===== src/pgcs_pkg.sv =====
// shared constants, state and carrier types of the pin port and conversion status block
package pgcs_pkg;

  ////////////////////////////////////////////////////////////////////////////
  // register offsets and reset values
  localparam logic [7:0] FUNC_SEL_ADDR = 8'h5D;
  localparam logic [7:0] INV_DRIVE_ADDR = 8'h5E;
  localparam logic [7:0] CONV_STATUS_ADDR = 8'h9A;
  localparam logic [7:0] SYS_STATUS_FIRST_ADDR = 8'hB9;
  localparam logic [7:0] CONV_UNIT_STATUS_ADDR = 8'hBC;
  localparam logic [7:0] FUNC_SEL_RESET = 8'h00;
  localparam logic [7:0] INV_DRIVE_RESET = 8'h00;
  localparam logic [7:0] READ_UNMAPPED = 8'h00;

  ////////////////////////////////////////////////////////////////////////////
  // field layout
  localparam int NUM_PINS = 4;
  localparam int CODE_W = 2;
  localparam int INV_LSB = 4;
  localparam int DRIVE_LSB = 0;
  localparam int PIN1 = 0;
  localparam int PIN2 = 1;
  localparam int PIN3 = 2;
  localparam int PIN4 = 3;
  localparam int CS_DONE = 7;
  localparam int CS_FAULT = 6;
  localparam int CS_UPPER = 5;
  localparam int CS_LOWER = 4;
  localparam int CS_PIN4 = 1;
  localparam int CS_PIN2 = 0;
  localparam int CU_BUSY = 4;
  localparam int CU_IRQ = 0;

  ////////////////////////////////////////////////////////////////////////////
  // pin function codes
  localparam logic [1:0] CODE_UNCONF = 2'h0;
  localparam logic [1:0] CODE_OUTPUT = 2'h1;
  localparam logic [1:0] CODE_FUNC = 2'h2;
  localparam logic [1:0] CODE_REG_EN = 2'h3;

  ////////////////////////////////////////////////////////////////////////////
  // serial host port
  localparam logic [6:0] DEV_ADDR_DEFAULT = 7'h2D; // arbitrary value
  localparam logic [3:0] BYTE_BITS = 4'h8;
  localparam logic [3:0] LAST_TX_BIT = 4'h7;
  localparam logic [3:0] CNT_ZERO = 4'h0;
  localparam logic [3:0] CNT_ONE = 4'h1;
  localparam logic [7:0] PTR_STEP = 8'h01;

  typedef enum logic [7:0] {
    PGCS_IDLE = 8'h01,
    PGCS_ADDR = 8'h02,
    PGCS_ACK_ADDR = 8'h04,
    PGCS_PTR = 8'h08,
    PGCS_WRITE = 8'h10,
    PGCS_ACK_RX = 8'h20,
    PGCS_READ = 8'h40,
    PGCS_MACK = 8'h80
  } pgcs_state_e;

  typedef struct packed {
    logic eoc;
    logic busy;
    logic fault;
    logic upper;
    logic lower;
  } pgcs_conv_s;

  typedef struct packed {
    logic trig_pin4;
    logic trig_pin2;
    logic pwm_mode;
    logic reg_en_c;
    logic reg_en_b;
    logic reg_en_a;
  } pgcs_func_s;

  typedef struct packed {
    pgcs_state_e state;
    logic [7:0] func_sel;
    logic [7:0] inv_drive;
    logic conv_fault;
    logic upper_fault;
    logic lower_fault;
    logic pin4_end;
    logic pin2_end;
    logic irq_flag;
    logic scl_q;
    logic sda_q;
    logic [7:0] shift;
    logic [3:0] bit_cnt;
    logic [7:0] ptr;
    logic rw;
    logic sda_drive;
    logic master_ack;
  } pgcs_state_s;

endpackage : pgcs_pkg


===== src/pgcs_pin_cell.sv =====
// one port pin: pad drive, pull-down control and polarity-adjusted input
`timescale 1ns/1ps
`default_nettype none
module pgcs_pin_cell (
  input wire logic [1:0] code,
  input wire logic invert,
  input wire logic drive,
  input wire logic pad_in,
  output logic pad_out,
  output logic pad_oe,
  output logic pulldown_en,
  output logic func_level,
  output logic reg_level
);

  logic adj;

  always_comb begin
    adj = pad_in ^ invert;
    pad_out = drive;
    pad_oe = (code == pgcs_pkg::CODE_OUTPUT);
    pulldown_en = (code == pgcs_pkg::CODE_UNCONF);
    func_level = (code == pgcs_pkg::CODE_FUNC) ? adj : 1'b0;
    reg_level = (code == pgcs_pkg::CODE_REG_EN) ? adj : 1'b0;
  end

endmodule : pgcs_pin_cell
`default_nettype wire


===== src/pgcs_top.sv =====
// pin port, conversion status and serial register access of the power unit
`timescale 1ns/1ps
`default_nettype none
// Operation
// - four pins, two-bit code each, pin4 high
// - code 00: pin undriven, pull-down on
// - code 01: drive pin from drive bit
// - input pins pass through invert bit
// - code 10: triggers, mode control, pin3 unused
// - code 11: regulator group enables, pin1 unused
// - reset clears function select register
// - status registers read only to host
// - conversion status done, fault, limit bits
// - capture pin4, pin2 levels at end
// - reading conversion status clears converter flag
module pgcs_top #(
  parameter logic [6:0] DEV_ADDR = pgcs_pkg::DEV_ADDR_DEFAULT
) (
  input wire logic core_clk,
  input wire logic rst,
  input wire logic scl_in,
  input wire logic sda_in,
  output logic sda_out,
  output logic sda_oe,
  input wire logic [3:0] pad_in,
  output logic [3:0] pad_out,
  output logic [3:0] pad_oe,
  output logic [3:0] pulldown_en,
  input wire pgcs_pkg::pgcs_conv_s conv,
  input wire logic [7:0] sys_status_first_in,
  output var pgcs_pkg::pgcs_func_s func,
  output logic converter_irq_flag
);

  //////////////////////////////////////////////////////////////////////////////
  // register read view

  function automatic logic [7:0] pgcs_read(
    input pgcs_pkg::pgcs_state_s s,
    input logic [7:0] addr,
    input logic [7:0] system_status_first,
    input logic busy
  );
    logic [7:0] v;
    v = pgcs_pkg::READ_UNMAPPED;
    unique case (addr)
      pgcs_pkg::FUNC_SEL_ADDR: v = s.func_sel;
      pgcs_pkg::INV_DRIVE_ADDR: v = s.inv_drive;
      pgcs_pkg::CONV_STATUS_ADDR: begin
        v[pgcs_pkg::CS_DONE] = ~busy;
        v[pgcs_pkg::CS_FAULT] = s.conv_fault;
        v[pgcs_pkg::CS_UPPER] = s.upper_fault;
        v[pgcs_pkg::CS_LOWER] = s.lower_fault;
        v[pgcs_pkg::CS_PIN4] = s.pin4_end;
        v[pgcs_pkg::CS_PIN2] = s.pin2_end;
      end
      pgcs_pkg::SYS_STATUS_FIRST_ADDR: v = system_status_first;
      pgcs_pkg::CONV_UNIT_STATUS_ADDR: begin
        v[pgcs_pkg::CU_BUSY] = busy;
        v[pgcs_pkg::CU_IRQ] = s.irq_flag;
      end
      default: v = pgcs_pkg::READ_UNMAPPED;
    endcase
    return v;
  endfunction : pgcs_read

  //////////////////////////////////////////////////////////////////////////////
  // next-state helpers

  // pointer and bit counter steps
  function automatic logic [7:0] pgcs_ptr_step(input logic [7:0] ptr);
    return ptr + pgcs_pkg::PTR_STEP;
  endfunction : pgcs_ptr_step

  function automatic logic [3:0] pgcs_cnt_step(input logic [3:0] cnt);
    return cnt + pgcs_pkg::CNT_ONE;
  endfunction : pgcs_cnt_step

  // end-of-conversion capture
  function automatic pgcs_pkg::pgcs_state_s pgcs_capture(
    input pgcs_pkg::pgcs_state_s s,
    input pgcs_pkg::pgcs_conv_s cv,
    input logic [3:0] pins
  );
    pgcs_pkg::pgcs_state_s n;
    n = s;
    n.conv_fault = cv.fault;
    n.upper_fault = cv.upper;
    n.lower_fault = cv.lower;
    n.pin4_end = pins[pgcs_pkg::PIN4];
    n.pin2_end = pins[pgcs_pkg::PIN2];
    return n;
  endfunction : pgcs_capture

  // first bit of a read byte, no stale host ack
  function automatic pgcs_pkg::pgcs_state_s pgcs_load_read(
    input pgcs_pkg::pgcs_state_s s,
    input logic [7:0] rd_val
  );
    pgcs_pkg::pgcs_state_s n;
    n = s;
    n.shift = rd_val;
    n.sda_drive = ~rd_val[7];
    n.bit_cnt = pgcs_pkg::CNT_ZERO;
    n.master_ack = 1'b0;
    n.ptr = pgcs_ptr_step(s.ptr);
    n.state = pgcs_pkg::PGCS_READ;
    return n;
  endfunction : pgcs_load_read

  // register write by pointer, read-only offsets ignored
  function automatic pgcs_pkg::pgcs_state_s pgcs_store(
    input pgcs_pkg::pgcs_state_s s,
    input logic [7:0] wr_val
  );
    pgcs_pkg::pgcs_state_s n;
    n = s;
    unique case (s.ptr)
      pgcs_pkg::FUNC_SEL_ADDR: n.func_sel = wr_val;
      pgcs_pkg::INV_DRIVE_ADDR: n.inv_drive = wr_val;
      default: n.func_sel = s.func_sel;
    endcase
    n.ptr = pgcs_ptr_step(s.ptr);
    return n;
  endfunction : pgcs_store

  //////////////////////////////////////////////////////////////////////////////
  // pin cells

  pgcs_pkg::pgcs_state_s r;
  pgcs_pkg::pgcs_state_s next_r;
  logic [3:0] func_level;
  logic [3:0] reg_level;

  genvar gi;
  generate
    for (gi = 0; gi < pgcs_pkg::NUM_PINS; gi++) begin : g_pin
      pgcs_pin_cell u_cell (
        .code(r.func_sel[gi*pgcs_pkg::CODE_W +: pgcs_pkg::CODE_W]),
        .invert(r.inv_drive[pgcs_pkg::INV_LSB + gi]),
        .drive(r.inv_drive[pgcs_pkg::DRIVE_LSB + gi]),
        .pad_in(pad_in[gi]),
        .pad_out(pad_out[gi]),
        .pad_oe(pad_oe[gi]),
        .pulldown_en(pulldown_en[gi]),
        .func_level(func_level[gi]),
        .reg_level(reg_level[gi])
      );
    end
  endgenerate

  always_comb begin
    func.trig_pin4 = func_level[pgcs_pkg::PIN4];
    func.trig_pin2 = func_level[pgcs_pkg::PIN2];
    func.pwm_mode = func_level[pgcs_pkg::PIN1];
    func.reg_en_c = reg_level[pgcs_pkg::PIN4];
    func.reg_en_b = reg_level[pgcs_pkg::PIN3];
    func.reg_en_a = reg_level[pgcs_pkg::PIN2];
  end

  assign sda_out = 1'b0;
  assign sda_oe = r.sda_drive;
  assign converter_irq_flag = r.irq_flag;

  //////////////////////////////////////////////////////////////////////////////
  // next state

  logic scl_rise;
  logic scl_fall;
  logic start_cond;
  logic stop_cond;
  logic status_read;
  logic [7:0] rd_byte;

  always_comb begin
    next_r = r;
    scl_rise = scl_in & ~r.scl_q;
    scl_fall = ~scl_in & r.scl_q;
    start_cond = scl_in & r.scl_q & r.sda_q & ~sda_in;
    stop_cond = scl_in & r.scl_q & ~r.sda_q & sda_in;
    status_read = 1'b0;
    rd_byte = pgcs_read(r, r.ptr, sys_status_first_in, conv.busy);
    next_r.scl_q = scl_in;
    next_r.sda_q = sda_in;

    if (conv.eoc) begin
      next_r = pgcs_capture(next_r, conv, pad_in);
    end

    if (start_cond) begin
      next_r.state = pgcs_pkg::PGCS_ADDR;
      next_r.bit_cnt = pgcs_pkg::CNT_ZERO;
      next_r.sda_drive = 1'b0;
    end else if (stop_cond) begin
      next_r.state = pgcs_pkg::PGCS_IDLE;
      next_r.sda_drive = 1'b0;
    end else begin
      unique case (r.state)
        pgcs_pkg::PGCS_IDLE: next_r.sda_drive = 1'b0;
        pgcs_pkg::PGCS_ADDR, pgcs_pkg::PGCS_PTR, pgcs_pkg::PGCS_WRITE: begin
          if (scl_rise) begin
            next_r.shift = {r.shift[6:0], sda_in};
            next_r.bit_cnt = pgcs_cnt_step(r.bit_cnt);
          end else if (scl_fall && r.bit_cnt == pgcs_pkg::BYTE_BITS) begin
            next_r.bit_cnt = pgcs_pkg::CNT_ZERO;
            next_r.sda_drive = 1'b1;
            next_r.state = pgcs_pkg::PGCS_ACK_RX;
            if (r.state == pgcs_pkg::PGCS_ADDR) begin
              next_r.rw = r.shift[0];
              next_r.state = pgcs_pkg::PGCS_ACK_ADDR;
              if (r.shift[7:1] != DEV_ADDR) begin
                next_r.sda_drive = 1'b0;
                next_r.state = pgcs_pkg::PGCS_IDLE;
              end
            end else if (r.state == pgcs_pkg::PGCS_PTR) begin
              next_r.ptr = r.shift;
            end else begin
              next_r = pgcs_store(next_r, r.shift);
            end
          end
        end
        pgcs_pkg::PGCS_ACK_ADDR: begin
          if (scl_fall) begin
            if (r.rw) begin
              next_r = pgcs_load_read(next_r, rd_byte);
              status_read = 1'b1;
            end else begin
              next_r.sda_drive = 1'b0;
              next_r.state = pgcs_pkg::PGCS_PTR;
            end
          end
        end
        pgcs_pkg::PGCS_ACK_RX: begin
          if (scl_fall) begin
            next_r.sda_drive = 1'b0;
            next_r.state = pgcs_pkg::PGCS_WRITE;
          end
        end
        pgcs_pkg::PGCS_READ: begin
          if (scl_fall) begin
            if (r.bit_cnt == pgcs_pkg::LAST_TX_BIT) begin
              next_r.sda_drive = 1'b0;
              next_r.bit_cnt = pgcs_pkg::CNT_ZERO;
              next_r.state = pgcs_pkg::PGCS_MACK;
            end else begin
              next_r.shift = {r.shift[6:0], 1'b0};
              next_r.sda_drive = ~r.shift[6];
              next_r.bit_cnt = pgcs_cnt_step(r.bit_cnt);
            end
          end
        end
        pgcs_pkg::PGCS_MACK: begin
          if (scl_rise) begin
            next_r.master_ack = ~sda_in;
          end else if (scl_fall) begin
            if (r.master_ack) begin
              next_r = pgcs_load_read(next_r, rd_byte);
              status_read = 1'b1;
            end else begin
              next_r.state = pgcs_pkg::PGCS_IDLE;
            end
          end
        end
      endcase
    end

    if (status_read && r.ptr == pgcs_pkg::CONV_STATUS_ADDR) begin
      next_r.irq_flag = 1'b0;
    end
    if (conv.eoc) begin
      next_r.irq_flag = 1'b1;
    end
  end

  //////////////////////////////////////////////////////////////////////////////
  // state register

  always_ff @(posedge core_clk or posedge rst) begin
    if (rst) begin
      r.state <= pgcs_pkg::PGCS_IDLE;
      r.func_sel <= pgcs_pkg::FUNC_SEL_RESET;
      r.inv_drive <= pgcs_pkg::INV_DRIVE_RESET;
      r.conv_fault <= 1'b0;
      r.upper_fault <= 1'b0;
      r.lower_fault <= 1'b0;
      r.pin4_end <= 1'b0;
      r.pin2_end <= 1'b0;
      r.irq_flag <= 1'b0;
      r.scl_q <= 1'b1;
      r.sda_q <= 1'b1;
      r.shift <= 8'h00;
      r.bit_cnt <= pgcs_pkg::CNT_ZERO;
      r.ptr <= 8'h00;
      r.rw <= 1'b0;
      r.sda_drive <= 1'b0;
      r.master_ack <= 1'b0;
    end else begin
      r <= next_r;
    end
  end

endmodule : pgcs_top
`default_nettype wire


===== config.mk =====
export PLATFORM = sky130hd
export DESIGN_NAME = pgcs_top
export DESIGN_NICKNAME = d
export VERILOG_FILES = /design/src/pgcs_pkg.sv /design/src/pgcs_pin_cell.sv /design/src/pgcs_top.sv
export SDC_FILE = /design/constraint.sdc
export NUM_CORES = 1
export LEC_CHECK = 0
export BUFFER_PORTS_ARGS = -buffer_cell sky130_fd_sc_hd__buf_2
export CAP_MARGIN = 20
export CORE_MARGIN = 3
export CORE_UTILIZATION = 50
export CTS_CLUSTER_DIAMETER = 200
export CTS_CLUSTER_SIZE = 20
export DETAILED_ROUTE_END_ITERATION = 8
export PLACE_DENSITY_LB_ADDON = 0.3
export SKIP_CTS_REPAIR_TIMING = 1
export SLEW_MARGIN = 20
export SYNTH_ARGS = -nofsm -noshare
export SYNTH_HDL_FRONTEND = slang
export SYNTH_HIERARCHICAL = 1
export SYNTH_SLANG_ARGS = --single-unit

===== constraint.sdc =====
create_clock -name core_clk -period 2.5 [get_ports core_clk]
set_input_delay 0.125 -clock core_clk [delete_from_list [all_inputs] [get_ports core_clk]]
set_output_delay 0.125 -clock core_clk [all_outputs]
set_load 0.1 [all_outputs]

After elaboration in Yosys (flattened, before gate mapping)
Cells that the tools add are included.
{"block": "totals", "ff_bits": 55, "wordCells": 155}
{"block": "op_classes", "mux": 83, "n_eq_ne": 28, "bitwise_logic": 18, "n_reduce_logical": 7, "addsub": 2}
{"cell": "$mux W44", "n": 7}
{"cell": "$mux W55", "n": 3}
{"cell": "$mux W8", "n": 10}
{"cell": "$pmux W24 S3", "n": 1}
{"cell": "$mux W32", "n": 2}
{"cell": "$mux W54", "n": 1}
{"cell": "$pmux W12 S4", "n": 1}
{"cell": "$mux W45", "n": 1}
{"cell": "$eq A8 B7 Y1 const B", "n": 5}
{"cell": "$pmux W8 S5", "n": 1}
{"cell": "$mux W36", "n": 1}
{"cell": "$eq A8 B8 Y1 const B", "n": 4}
{"cell": "$mux W31", "n": 1}
{"cell": "$mux W1", "n": 27}
{"cell": "$pmux W9 S3", "n": 1}
{"cell": "$mux W12", "n": 2}
{"cell": "$mux W23", "n": 1}
{"cell": "$mux W21", "n": 1}
{"cell": "$mux W3", "n": 7}
{"cell": "$mux W7", "n": 2}
{"cell": "$eq A2 B2 Y1 const B", "n": 6}
{"cell": "$pmux W3 S4", "n": 1}
{"cell": "$mux W11", "n": 1}
{"cell": "$pmux W1 S5", "n": 2}
{"cell": "other kinds (26)", "n": 49}

Logic depth before layout (Yosys ltp)
Gate-level depths: netlist of the first run.
{"block": "logic_depth", "depth_word": 18, "depth_mapped": 9, "mapped_depth_nobuf": 8}

Hierarchy
Netlist of the first run, hierarchy kept.
{"module": "pgcs_top", "instances": 1, "seq_area_each_um2": 1380.1, "area_each_um2": 3582.2, "cells_each": 376}
{"module": "pgcs_pin_cell", "instances": 4, "seq_area_each_um2": 0.0, "area_each_um2": 46.3, "cells_each": 7}

Least setup slack after synthesis of the first run
OpenSTA, ideal clock, no wires.
{"block": "synth_timing", "path_kind": "reg-to-reg", "start": "register r[23] in the netlist's numbering", "end": "register r[39] in the netlist's numbering", "slack_ns": 0.040, "setup_time_ns": 0.125, "arrival_time_ns": 2.335, "path_stages_with_launch": 7, "n_path_buf": 1, "required_ns": 2.375, "path_cell_list": "dfstp_2 xor2_1 and2_1 clkbuf_1 or4_4 nor4_4 mux2_2"}
{"block": "synth_via", "elab_chain_len": 5, "word_cells_on_any_way": 7}
{"element": "start, declared", "line_no": "pgcs_top.sv:130", "rtl": "pgcs_pkg::pgcs_state_s r;"}
{"element": "start signal, assigned", "line_no": "pgcs_top.sv:298", "rtl": "r <= next_r;"}
{"element": "$not A1 Y1", "line_no": "pgcs_top.sv:180", "rtl": "stop_cond = scl_in & r.scl_q & ~r.sda_q & sda_in;"}
{"element": "$and A1 B1 Y1 (2 in a row)", "line_no": "pgcs_top.sv:180"}
{"element": "$mux W45", "line_no": "pgcs_top.sv:194", "rtl": "end else if (stop_cond) begin"}
{"element": "$mux W32 *", "line_no": "pgcs_top.sv:190", "rtl": "if (start_cond) begin"}
Mark *: on every way between the ends. The rest lies on a longest branch, timed or not.

Worst setup path in the final report of the first run
{"block": "layout_timing", "start": "register r[48] in the netlist's numbering", "end": "register r[47] in the netlist's numbering"}
{"block": "layout_via", "elab_chain_len": 7, "word_cells_on_any_way": 14}
{"element": "$eq A8 B2 Y1", "line_no": "pgcs_top.sv:198, pgcs_top.sv:208"}
{"element": "$mux W8", "line_no": "pgcs_top.sv:208", "rtl": "if (r.state == pgcs_pkg::PGCS_ADDR) begin"}
{"element": "$mux W55", "line_no": "pgcs_top.sv:204", "rtl": "end else if (scl_fall && r.bit_cnt == pgcs_pkg::BYTE_BITS) begin"}
{"element": "$mux W32", "line_no": "pgcs_top.sv:201", "rtl": "if (scl_rise) begin"}
{"element": "$pmux W8 S5 *", "line_no": "pgcs_top.sv:198", "rtl": "unique case (r.state)"}
{"element": "$mux W8 *", "line_no": "pgcs_top.sv:194"}
{"element": "$mux W8 *", "line_no": "pgcs_top.sv:190"}
Marked as above.

==> results.md, run 1 <==
* Outcome: complete, no violations
* Fraction of layout cells with a size suffix above 1 at 0.344
* Synth Net Count at between 400 and 500
* Area growth syn-to-layout at 18.1%
* Initial antenna violation count at 0
* Vias per inst at approximately 6
* Final WS setup at 0.0480 ns
* Number of port buffers at 40
* Worst Hold Class: input pin to register
* Drc violations at 0
* DIE AREA at around 0.0086 sq mm
* Max-Cap Viols at 0
* YS warnings at 6
* Cell count after synthesis at about 400
* Worst Path Required at approximately 2.8 ns
* Routability cong. at between 0.9 and 1
* Final nets at around 490
* Clock slew at reported path FFs at 0.11 ns
* Largest net degree at the start of global routing at 26
* First-pass GRT wire length at about 16000 um
* Worst Max-Slew Pin Slew at approximately 0.73 ns
* Crit. End Element: register
* Final ANT Viol Nets at 0
* Routed len/inst at between 15 and 20 um
* Final period util at 0.981
* Die Y at approximately 93 um
* PwrDens at between 700 and 800 mW/mm^2
* GR Overflow Total at 0
* Worst slew margin at 0.510
* CTS H-tree depth at 2
* Final setup fails at 0
* # clock sinks at 55
* Peak VDD IR at 432 uV
* Fin Clk Skew at about 0.012 ns
* CTS Buffer Depth at 2
* Root Buffer: clkbuf_8
* Max Clock Freq at between 400 and 500 MHz
* Detailed placement HPWL at around 7700 um
* Multi-input logic area at 0.00217 sq mm
* Avg Inst Size Synth at 9.34 sq um
* Antenna cells at 0
* Setup TNS at 0 ns
* LEAKAGE at between 1.5 and 2 nW
* Fill count at approximately 560
* Slew Limit Fails at 0
* Vias in the first global route at approximately 3200
* Vias at 3409
* TritonCTS clock tree: done
* IO Count at 42
* Total power at 3.21 mW
* Fin Hold WS at ~0.0086 ns
* WL final at between 10000 and 15000 um
* Storage cell area at 0.00138 sq mm
* CTS buffer count at 5
* # rows at 30
* Starting Density at 0.534
* Pre-CTS setup slack at -0.0394 ns
* Pre-antenna DRT Iters at 5
* CP Class: register to register
* Total core area at 0.00702 sq mm
* Mapped Area at roughly 0.0037 sq mm
* Initial drt markers at approximately 350
* Clk Latency, worst-skew pair at between 0.3 and 0.4 ns
* Crit path DAT at 2.72 ns
* Critical Path Source Type: register
* Post-layout util at 0.630
* GRT Util Overall at 0.240
* CP Max Fanout at 5
* Crit path time final at approximately 2.5 ns
* Hold Vio Cnt, Final at 0
* DIE WIDTH at between 90 and 100 um
-- stage by stage --
step / instance area [sq um] / std cells
2_1_floorplan: 3750 / 401
3_3_place_gp: 4230 / 547
3_5_place_dp: 4230 / 547
4_1_cts: 4320 / 555
5_1_grt: 4430 / 558
6_report: 4430 / 558
-- power by group --
part	switching (mW)	internal (mW)	leakage [nW]	total [mW]
Clock	0.329	0.203	0.0461	0.533
Sequential	0.188	1.02	0.729	1.21
Combinational	0.818	0.653	1.16	1.47
Total	1.33	1.88	1.94	3.21
-- cells in the final DEF, fill, tap and decap left out, types with 4 or more instances in the layout --
cell type  instances
nor4_1             4
clkbuf_8           5
a21oi_1           16
inv_1             17
mux2i_1            5
xnor2_1            7
nand2b_1           6
ha_1               9
a22oi_1            4
nand3_1           15
a31oi_1            5
dfrtp_1           51
nor2_1            24
or4_4              4
buf_2             40
nor3_1            15
buf_4             40
nor2b_1            7
mux2_4             7
nand2_1           32
o21ai_0           26
a22o_1            11
mux2_2            22
-- flip-flops by register name, summed over array words and instances (netlist names) --
signal	flops
sda_oe	1
converter_irq_flag	1
r	53
-- cell type report --
class | instances | share of cell area
Sequential cell | 55 | 0.312
Clock buffer | 5 | 0.0155
Tap cell | 96 | 0.0271
Clock inverter | 3 | 0.00537
Multi-Input combinational cell | 295 | 0.491
Timing Repair Buffer | 86 | 0.133
Inverter | 18 | 0.0153
-- critical path: stages (launching register included) --
cell and delay (ns):
dfrtp_1 0.44, or4_4 0.59, buf_4 0.17, or3_1 0.38, o21ai_2 0.11, a211oi_2 0.13
a21oi_4 0.20, mux2_2 0.36
-- path summary, 6_finish.rpt --
kind / startpoint / slack, ns / depth (start not counted) / endpoint
min in group asynchronous: rst / 0.31 / 3 / r[30]$_DFFE_PP0P_
worst max-delay path: r[48]$_DFFE_PP0P_ / 0.05 / 7 / r[47]$_DFFE_PP1P_
max in group asynchronous: rst / 1.55 / 4 / r[18]$_DFFE_PP0P_
worst min register to register: r[26]$_DFFE_PP0P_ / 0.53 / 1 / r[26]$_DFFE_PP0P_
worst min-delay path: conv[0] / 0.009 / 3 / r[28]$_DFFE_PP0P_
worst max register to register: r[48]$_DFFE_PP0P_ / 0.05 / 7 / r[47]$_DFFE_PP1P_
-- layer usage --
layer  track usage  routed length [um]  vias to the layer above
met5             0                   0                        -
li1              -                   -                     1576
met3        0.0431                 633                       24
met2         0.364                4610                      142
met1         0.345                4650                     1667
met4        0.0792                 225                        0
Note: power is estimated with default switching activity, not from simulation.
==> run 2: changes to the inputs <==
--- a/config.mk
+++ b/config.mk
@@ -7,8 +7,12 @@
 export LEC_CHECK = 0
 export BUFFER_PORTS_ARGS = -buffer_cell sky130_fd_sc_hd__buf_2
 export CAP_MARGIN = 20
+export CELL_PAD_IN_SITES_DETAIL_PLACEMENT = 1
+export CELL_PAD_IN_SITES_GLOBAL_PLACEMENT = 1
+export CORE_ASPECT_RATIO = 2
 export CORE_MARGIN = 3
-export CORE_UTILIZATION = 50
+export CORE_UTILIZATION = 42
+export CTS_BUF_LIST = sky130_fd_sc_hd__clkbuf_4
 export CTS_CLUSTER_DIAMETER = 200
 export CTS_CLUSTER_SIZE = 20
 export DETAILED_ROUTE_END_ITERATION = 8
==> run 2 against run 1 <==
  * Register-to-register slack hardly changed
  * Critical path type unchanged
  * Largest cell class unchanged
  * Non-clock buffer count up 29
  * Flip-flop and latch count unchanged
==> results.md, run 2 (same netlist as run 1, synthesis figures left out) <==
* Outcome: complete, no violations
* Max-Cap Viols at 0
* Drc violations at 0
* Area growth syn-to-layout at 24.3%
* DIE AREA at between 0.01 and 0.015 sq mm
* GR Overflow Total at 0
* Crit. End Element: register
* Sequential power share at 0.346
* Fraction of layout cells with a size suffix above 1 at 0.375
* Critical Path Source Type: register
* Pre-CTS setup slack at -0.0525 ns
* GRT Util Overall at 0.264
* Peak VDD IR at approximately 460 uV
* Crit path DAT at approximately 2.8 ns
* CTS buffer count at 5
* Clk Latency, worst-skew pair at between 0.4 and 0.5 ns
* PwrDens at roughly 740 mW/mm^2
* Initial drt markers at roughly 150
* Clock slew at reported path FFs at roughly 0.19 ns
* Worst Path Required at ~2.8 ns
* Power Internal at just under 2 mW
* Number of port buffers at 40
* Crit path time final at between 2 and 2.5 ns
* CP Max Fanout at 6
* Routability cong. at just over 0.9
* Worst slew margin at 0.586
* Switching share of power at 0.432
* TritonCTS clock tree: done
* Vias in the first global route at 3956
* Starting Density at 0.433
* CP Class: register to register
* Post-DP Area at 0.00434 sq mm
* Die Y at roughly 140 um
* Total core area at approximately 0.0086 sq mm
* Most frequent cells in the layout: buf_4 (64), dfrtp_1 (52), buf_2 (40)
* # clock sinks at 55
* Pre-antenna DRT Iters at 4
* WL final at approximately 13000 um
* Commonest non-fill, non-tap cell in the layout: buf_4
* Max Clock Freq at about 400 MHz
* Final setup fails at 0
* First-pass GRT wire length at 20500 um
* Largest net degree at the start of global routing at 26
* Final instance area at about 0.0047 sq mm
* Max reg flops at 53
* # rows at 48
* Vias per inst at approximately 6.1
* Vias at approximately 3600
* CTS Buffer Depth at 2
* Initial antenna violation count at 1
* Clk pwr share at 0.131
* Final nets at 520
* Slew Limit Fails at 0
* Final period util at 0.982
* Detailed placement HPWL at just over 10000 um
* IO Count at between 40 and 50
* Final ANT Viol Nets at 0
* Routed len/inst at about 22 um
* Fin Clk Skew at around 0.017 ns
* Fill count at 1031
* Worst Hold Class: input pin to register
* DIE WIDTH at around 73 um
* LEAKAGE at about 2.1 nW
* Root Buffer: clkbuf_4
* Combinational share of power at 0.524
* CTS H-tree depth at 2
* R2R depth at 7
* Post-layout util at 0.539
* Biggest register: r
* Switching pwr at 1.48 mW
* Worst Max-Slew Pin Slew at around 0.62 ns
* Hold Vio Cnt, Final at 0
* Hold depth at 2
* Final WS setup at between 0.04 and 0.05 ns
==> run 2: cell count changes in the layout (fill, tap and decap cells not counted), moves of 2 or more <==
cell,previous run,this run
buf_4,40,64
clkbuf_4,0,5
clkbuf_8,5,0
dlygate4sd3_1,3,8
buf_12,3,1
buf_6,0,2
==> run 2: per-layer routing <==
metal,wire (um),vias up,track usage,part of all wire
li1,-,1633,-,-
met1,4510,1865,0.252,0.34
met2,7750,95,0.506,0.58
met3,266,46,0.0268,0.020
met4,731,0,0.164,0.055
met5,0,-,0,0
==> run 2: power groups by stage <==
stage	Sequential [mW]	Combinational (mW)	Clock [mW]
5_1_grt	1.20	1.95	0.491
3_3_place_gp	1.18	1.54	0
6_report	1.19	1.80	0.448
2_1_floorplan	1.17	0.986	0
4_1_cts	1.17	1.60	0.458
3_5_place_dp	1.19	1.59	0
==> run 2: area by class of cell <==
type | instances | area, sq um | share of cell area
antenna | 1 | 2.50 | 0.000537
clock buffer | 5 | 37.5 | 0.00806
clock inverter | 3 | 27.5 | 0.00591
inverter | 18 | 67.6 | 0.0145
multi-input combinational | 295 | 2220 | 0.476
sequential | 55 | 1380 | 0.296
tap | 100 | 125 | 0.0269
timing repair buffer | 115 | 803 | 0.172
==> run 2: final timing paths <==
path | from | to | slack [ns]
worst max-delay path | r[24]$_DFF_PP1_ | r[45]$_DFFE_PP0P_ | 0.04
worst min-delay path | conv[4] | r[28]$_DFFE_PP0P_ | 0.03
worst max register to register | r[24]$_DFF_PP1_ | r[45]$_DFFE_PP0P_ | 0.04
worst min register to register | r[26]$_DFFE_PP0P_ | r[26]$_DFFE_PP0P_ | 0.54
max in group asynchronous | rst | r[24]$_DFF_PP1_ | 1.42
min in group asynchronous | rst | r[41]$_DFFE_PP0P_ | 0.32
==> run 2: worst max-delay path: stages (launching register included) <==
cell and delay [ns]:
dfstp_2 0.60, ha_4 0.13, nand4b_1 0.17, or4_4 0.59, buf_6 0.14, nor4_4 0.18, buf_6 0.19, mux2_2 0.35
==> run 2: per-stage QoR <==
step	hold WS, ns	instances	total power, mW	TNS (ns)
after CTS	-0.240	577	3.23	-0.770
after detailed placement	0.229	569	2.78	-0.346
after global placement	0.223	569	2.72	0
final	0.0311	592	3.43	0
after floorplan	0.129	401	2.15	0
after global routing	0.0433	592	3.64	-0.121
==> run 3: changes to the inputs <==
--- a/config.mk
+++ b/config.mk
@@ -11,8 +11,8 @@
 export CELL_PAD_IN_SITES_GLOBAL_PLACEMENT = 1
 export CORE_ASPECT_RATIO = 2
 export CORE_MARGIN = 3
-export CORE_UTILIZATION = 42
-export CTS_BUF_LIST = sky130_fd_sc_hd__clkbuf_4
+export CORE_UTILIZATION = 35
+export CTS_BUF_LIST = sky130_fd_sc_hd__clkbuf_16
 export CTS_CLUSTER_DIAMETER = 200
 export CTS_CLUSTER_SIZE = 20
 export DETAILED_ROUTE_END_ITERATION = 8
==> run 3 against run 2 <==
  * Flip-flop and latch count did not move
  * Global-route usage fell by 4.0 points
  * Power rose by 6.4%
  * Sequential power barely moved
  * Worst setup slack improved by 0.013 ns
  * Clock skew fell by 0.012 ns
  * First-iteration DRC count rose by 6.2%
  * Critical path depth did not move
  * Critical path type unchanged
  * Largest power group unchanged
==> results.md, run 3 (same netlist as run 1, synthesis figures left out) <==
* Final non-filler cell total at approximately 620
* Initial drt markers at about 150
* Largest net degree at the start of global routing at 31
* Starting Density at 0.365
* Antenna cells at 0
* TritonCTS clock tree: done
* Final ANT Viol Nets at 0
* Commonest non-fill, non-tap cell in the layout: buf_4
* GRT Util Overall at 0.224
* Initial antenna violation count at 0
* Detailed placement HPWL at between 10000 and 15000 um
* Total placed cells including tap cells at roughly 600
* Pre-antenna DRT Iters at 4
* Crit. End Element: register
* IO Count at between 40 and 50
* Max Clock Freq at ~410 MHz
* Most frequent cells in the layout: buf_4 (59), dfrtp_1 (52), buf_2 (40)
* Outcome: complete, no violations
* Routed len/inst at about 22 um
* Vias at roughly 3500
* Peak VDD IR at 330 uV
* Fraction of layout cells with a size suffix above 1 at 0.364
* Max reg flops at between 50 and 60
* Total core area at roughly 0.01 sq mm
* DIE AREA at between 0.01 and 0.015 sq mm
* Worst Max-Slew Pin Slew at between 0.6 and 0.7 ns
* Crit-path slowest cell: dfstp_2
* Worst Hold Class: input pin to register
* CTS Buffer Depth at 2
* Root Buffer: clkbuf_16
* WL final at ~13000 um
* First-pass GRT wire length at ~21000 um
* Clk Latency, worst-skew pair at 0.30 ns
* Critical path, cell by cell: ha_1, nand4b_1, or4_4, nor3_2, and3_1, buf_4, mux2_2
* Worst Path Required at between 2 and 3 ns
* Post-DP Area at about 0.0044 sq mm
* Final period util at 0.977
* Crit path time final at approximately 2.4 ns
* Final instance area at ~0.0047 sq mm
* Final nets at 510
* CTS buffer count at 5
* CP Class: register to register
* Hold Vio Cnt, Final at 0
* Critical Path Source Type: register
* Vias in the first global route at approximately 3900
* Final setup fails at 0
* DIE WIDTH at around 80 um
* Crit-path max cell delay at around 0.55 ns
* Fin Clk Skew at between 0.005 and 0.006 ns
* GR Overflow Total at 0
* PwrDens at 785 mW/mm^2
* Die Y at 152 um
* CP Max Fanout at 5
* Fin Hold WS at 0.0512 ns
* Number of port buffers at 40
* Slew Limit Fails at 0
* # clock sinks at 55
* # rows at 52
* CTS H-tree depth at 2
* Drc violations at 0
* Max-Cap Viols at 0
* CP bufs+invs at 1
* Clock slew at reported path FFs at 0.08 ns
* Routability cong. at approximately 1
* LEAKAGE at 2.06 nW
* Crit path DAT at between 2 and 3 ns
* Worst slew margin at 0.555
* Top Family by Delay on Critical Path: simple AND/OR/NAND/NOR gates
* Area growth syn-to-layout at 24.3%
* Biggest register: r
* Vias per inst at between 5 and 6
[run 3: cell types whose count changed in the layout (fill, tap and decap cells not counted), moves of 5 or more]
cell,delta
buf_4,-5
clkbuf_16,+5
clkbuf_4,-5
dlygate4sd3_1,-5
[run 3: routing by layer]
layer	vias to the layer above	global-route usage	part of all wire
li1	1612	-	-
met1	1781	0.199	0.33
met2	69	0.454	0.59
met3	33	0.0207	0.018
met4	0	0.136	0.056
met5	-	0	0
[run 3: per-stage QoR]
| step | worst slack [ns] | utilization | total power, mW | TNS [ns] |
|---|---|---|---|---|
| 5_1_grt | -0.0105 | 0.453 | 3.83 | -0.0211 |
| 3_5_place_dp | 0.0172 | 0.427 | 2.81 | 0 |
| 3_3_place_gp | 0.0515 | 0.427 | 2.75 | 0 |
| 2_1_floorplan | 0.0400 | - | 2.15 | 0 |
| 6_report | 0.0578 | 0.453 | 3.65 | 0 |
| 4_1_cts | -0.0144 | 0.442 | 3.56 | -0.0260 |
[run 3: report_power, final]
part | switching (mW) | internal (mW) | leakage [nW]
Sequential | 0.160 | 1.02 | 0.730
Combinational | 0.968 | 0.758 | 1.25
Clock | 0.366 | 0.384 | 0.0723
[run 3: final cells by class]
cell class / instances / area (sq um)
clock buffer: 5 / 125
clock inverter: 3 / 27.5
fill: 1244 / 5620
inverter: 18 / 67.6
multi-input combinational: 295 / 2160
sequential: 55 / 1380
tap: 135 / 169
timing repair buffer: 105 / 724
[run 3: path summary, 6_finish.rpt]
kind,cells past startpoint,endpoint,start,slack [ns]
max,7,r[35]$_DFFE_PP0P_,r[24]$_DFF_PP1_,0.06
min,2,r[30]$_DFFE_PP0P_,conv[2],0.05
max reg2reg,7,r[35]$_DFFE_PP0P_,r[24]$_DFF_PP1_,0.06
min reg2reg,1,r[27]$_DFFE_PP0P_,r[27]$_DFFE_PP0P_,0.53
max in group asynchronous,4,r[23]$_DFF_PP1_,rst,1.27
min in group asynchronous,3,r[7]$_DFFE_PP0P_,rst,0.47
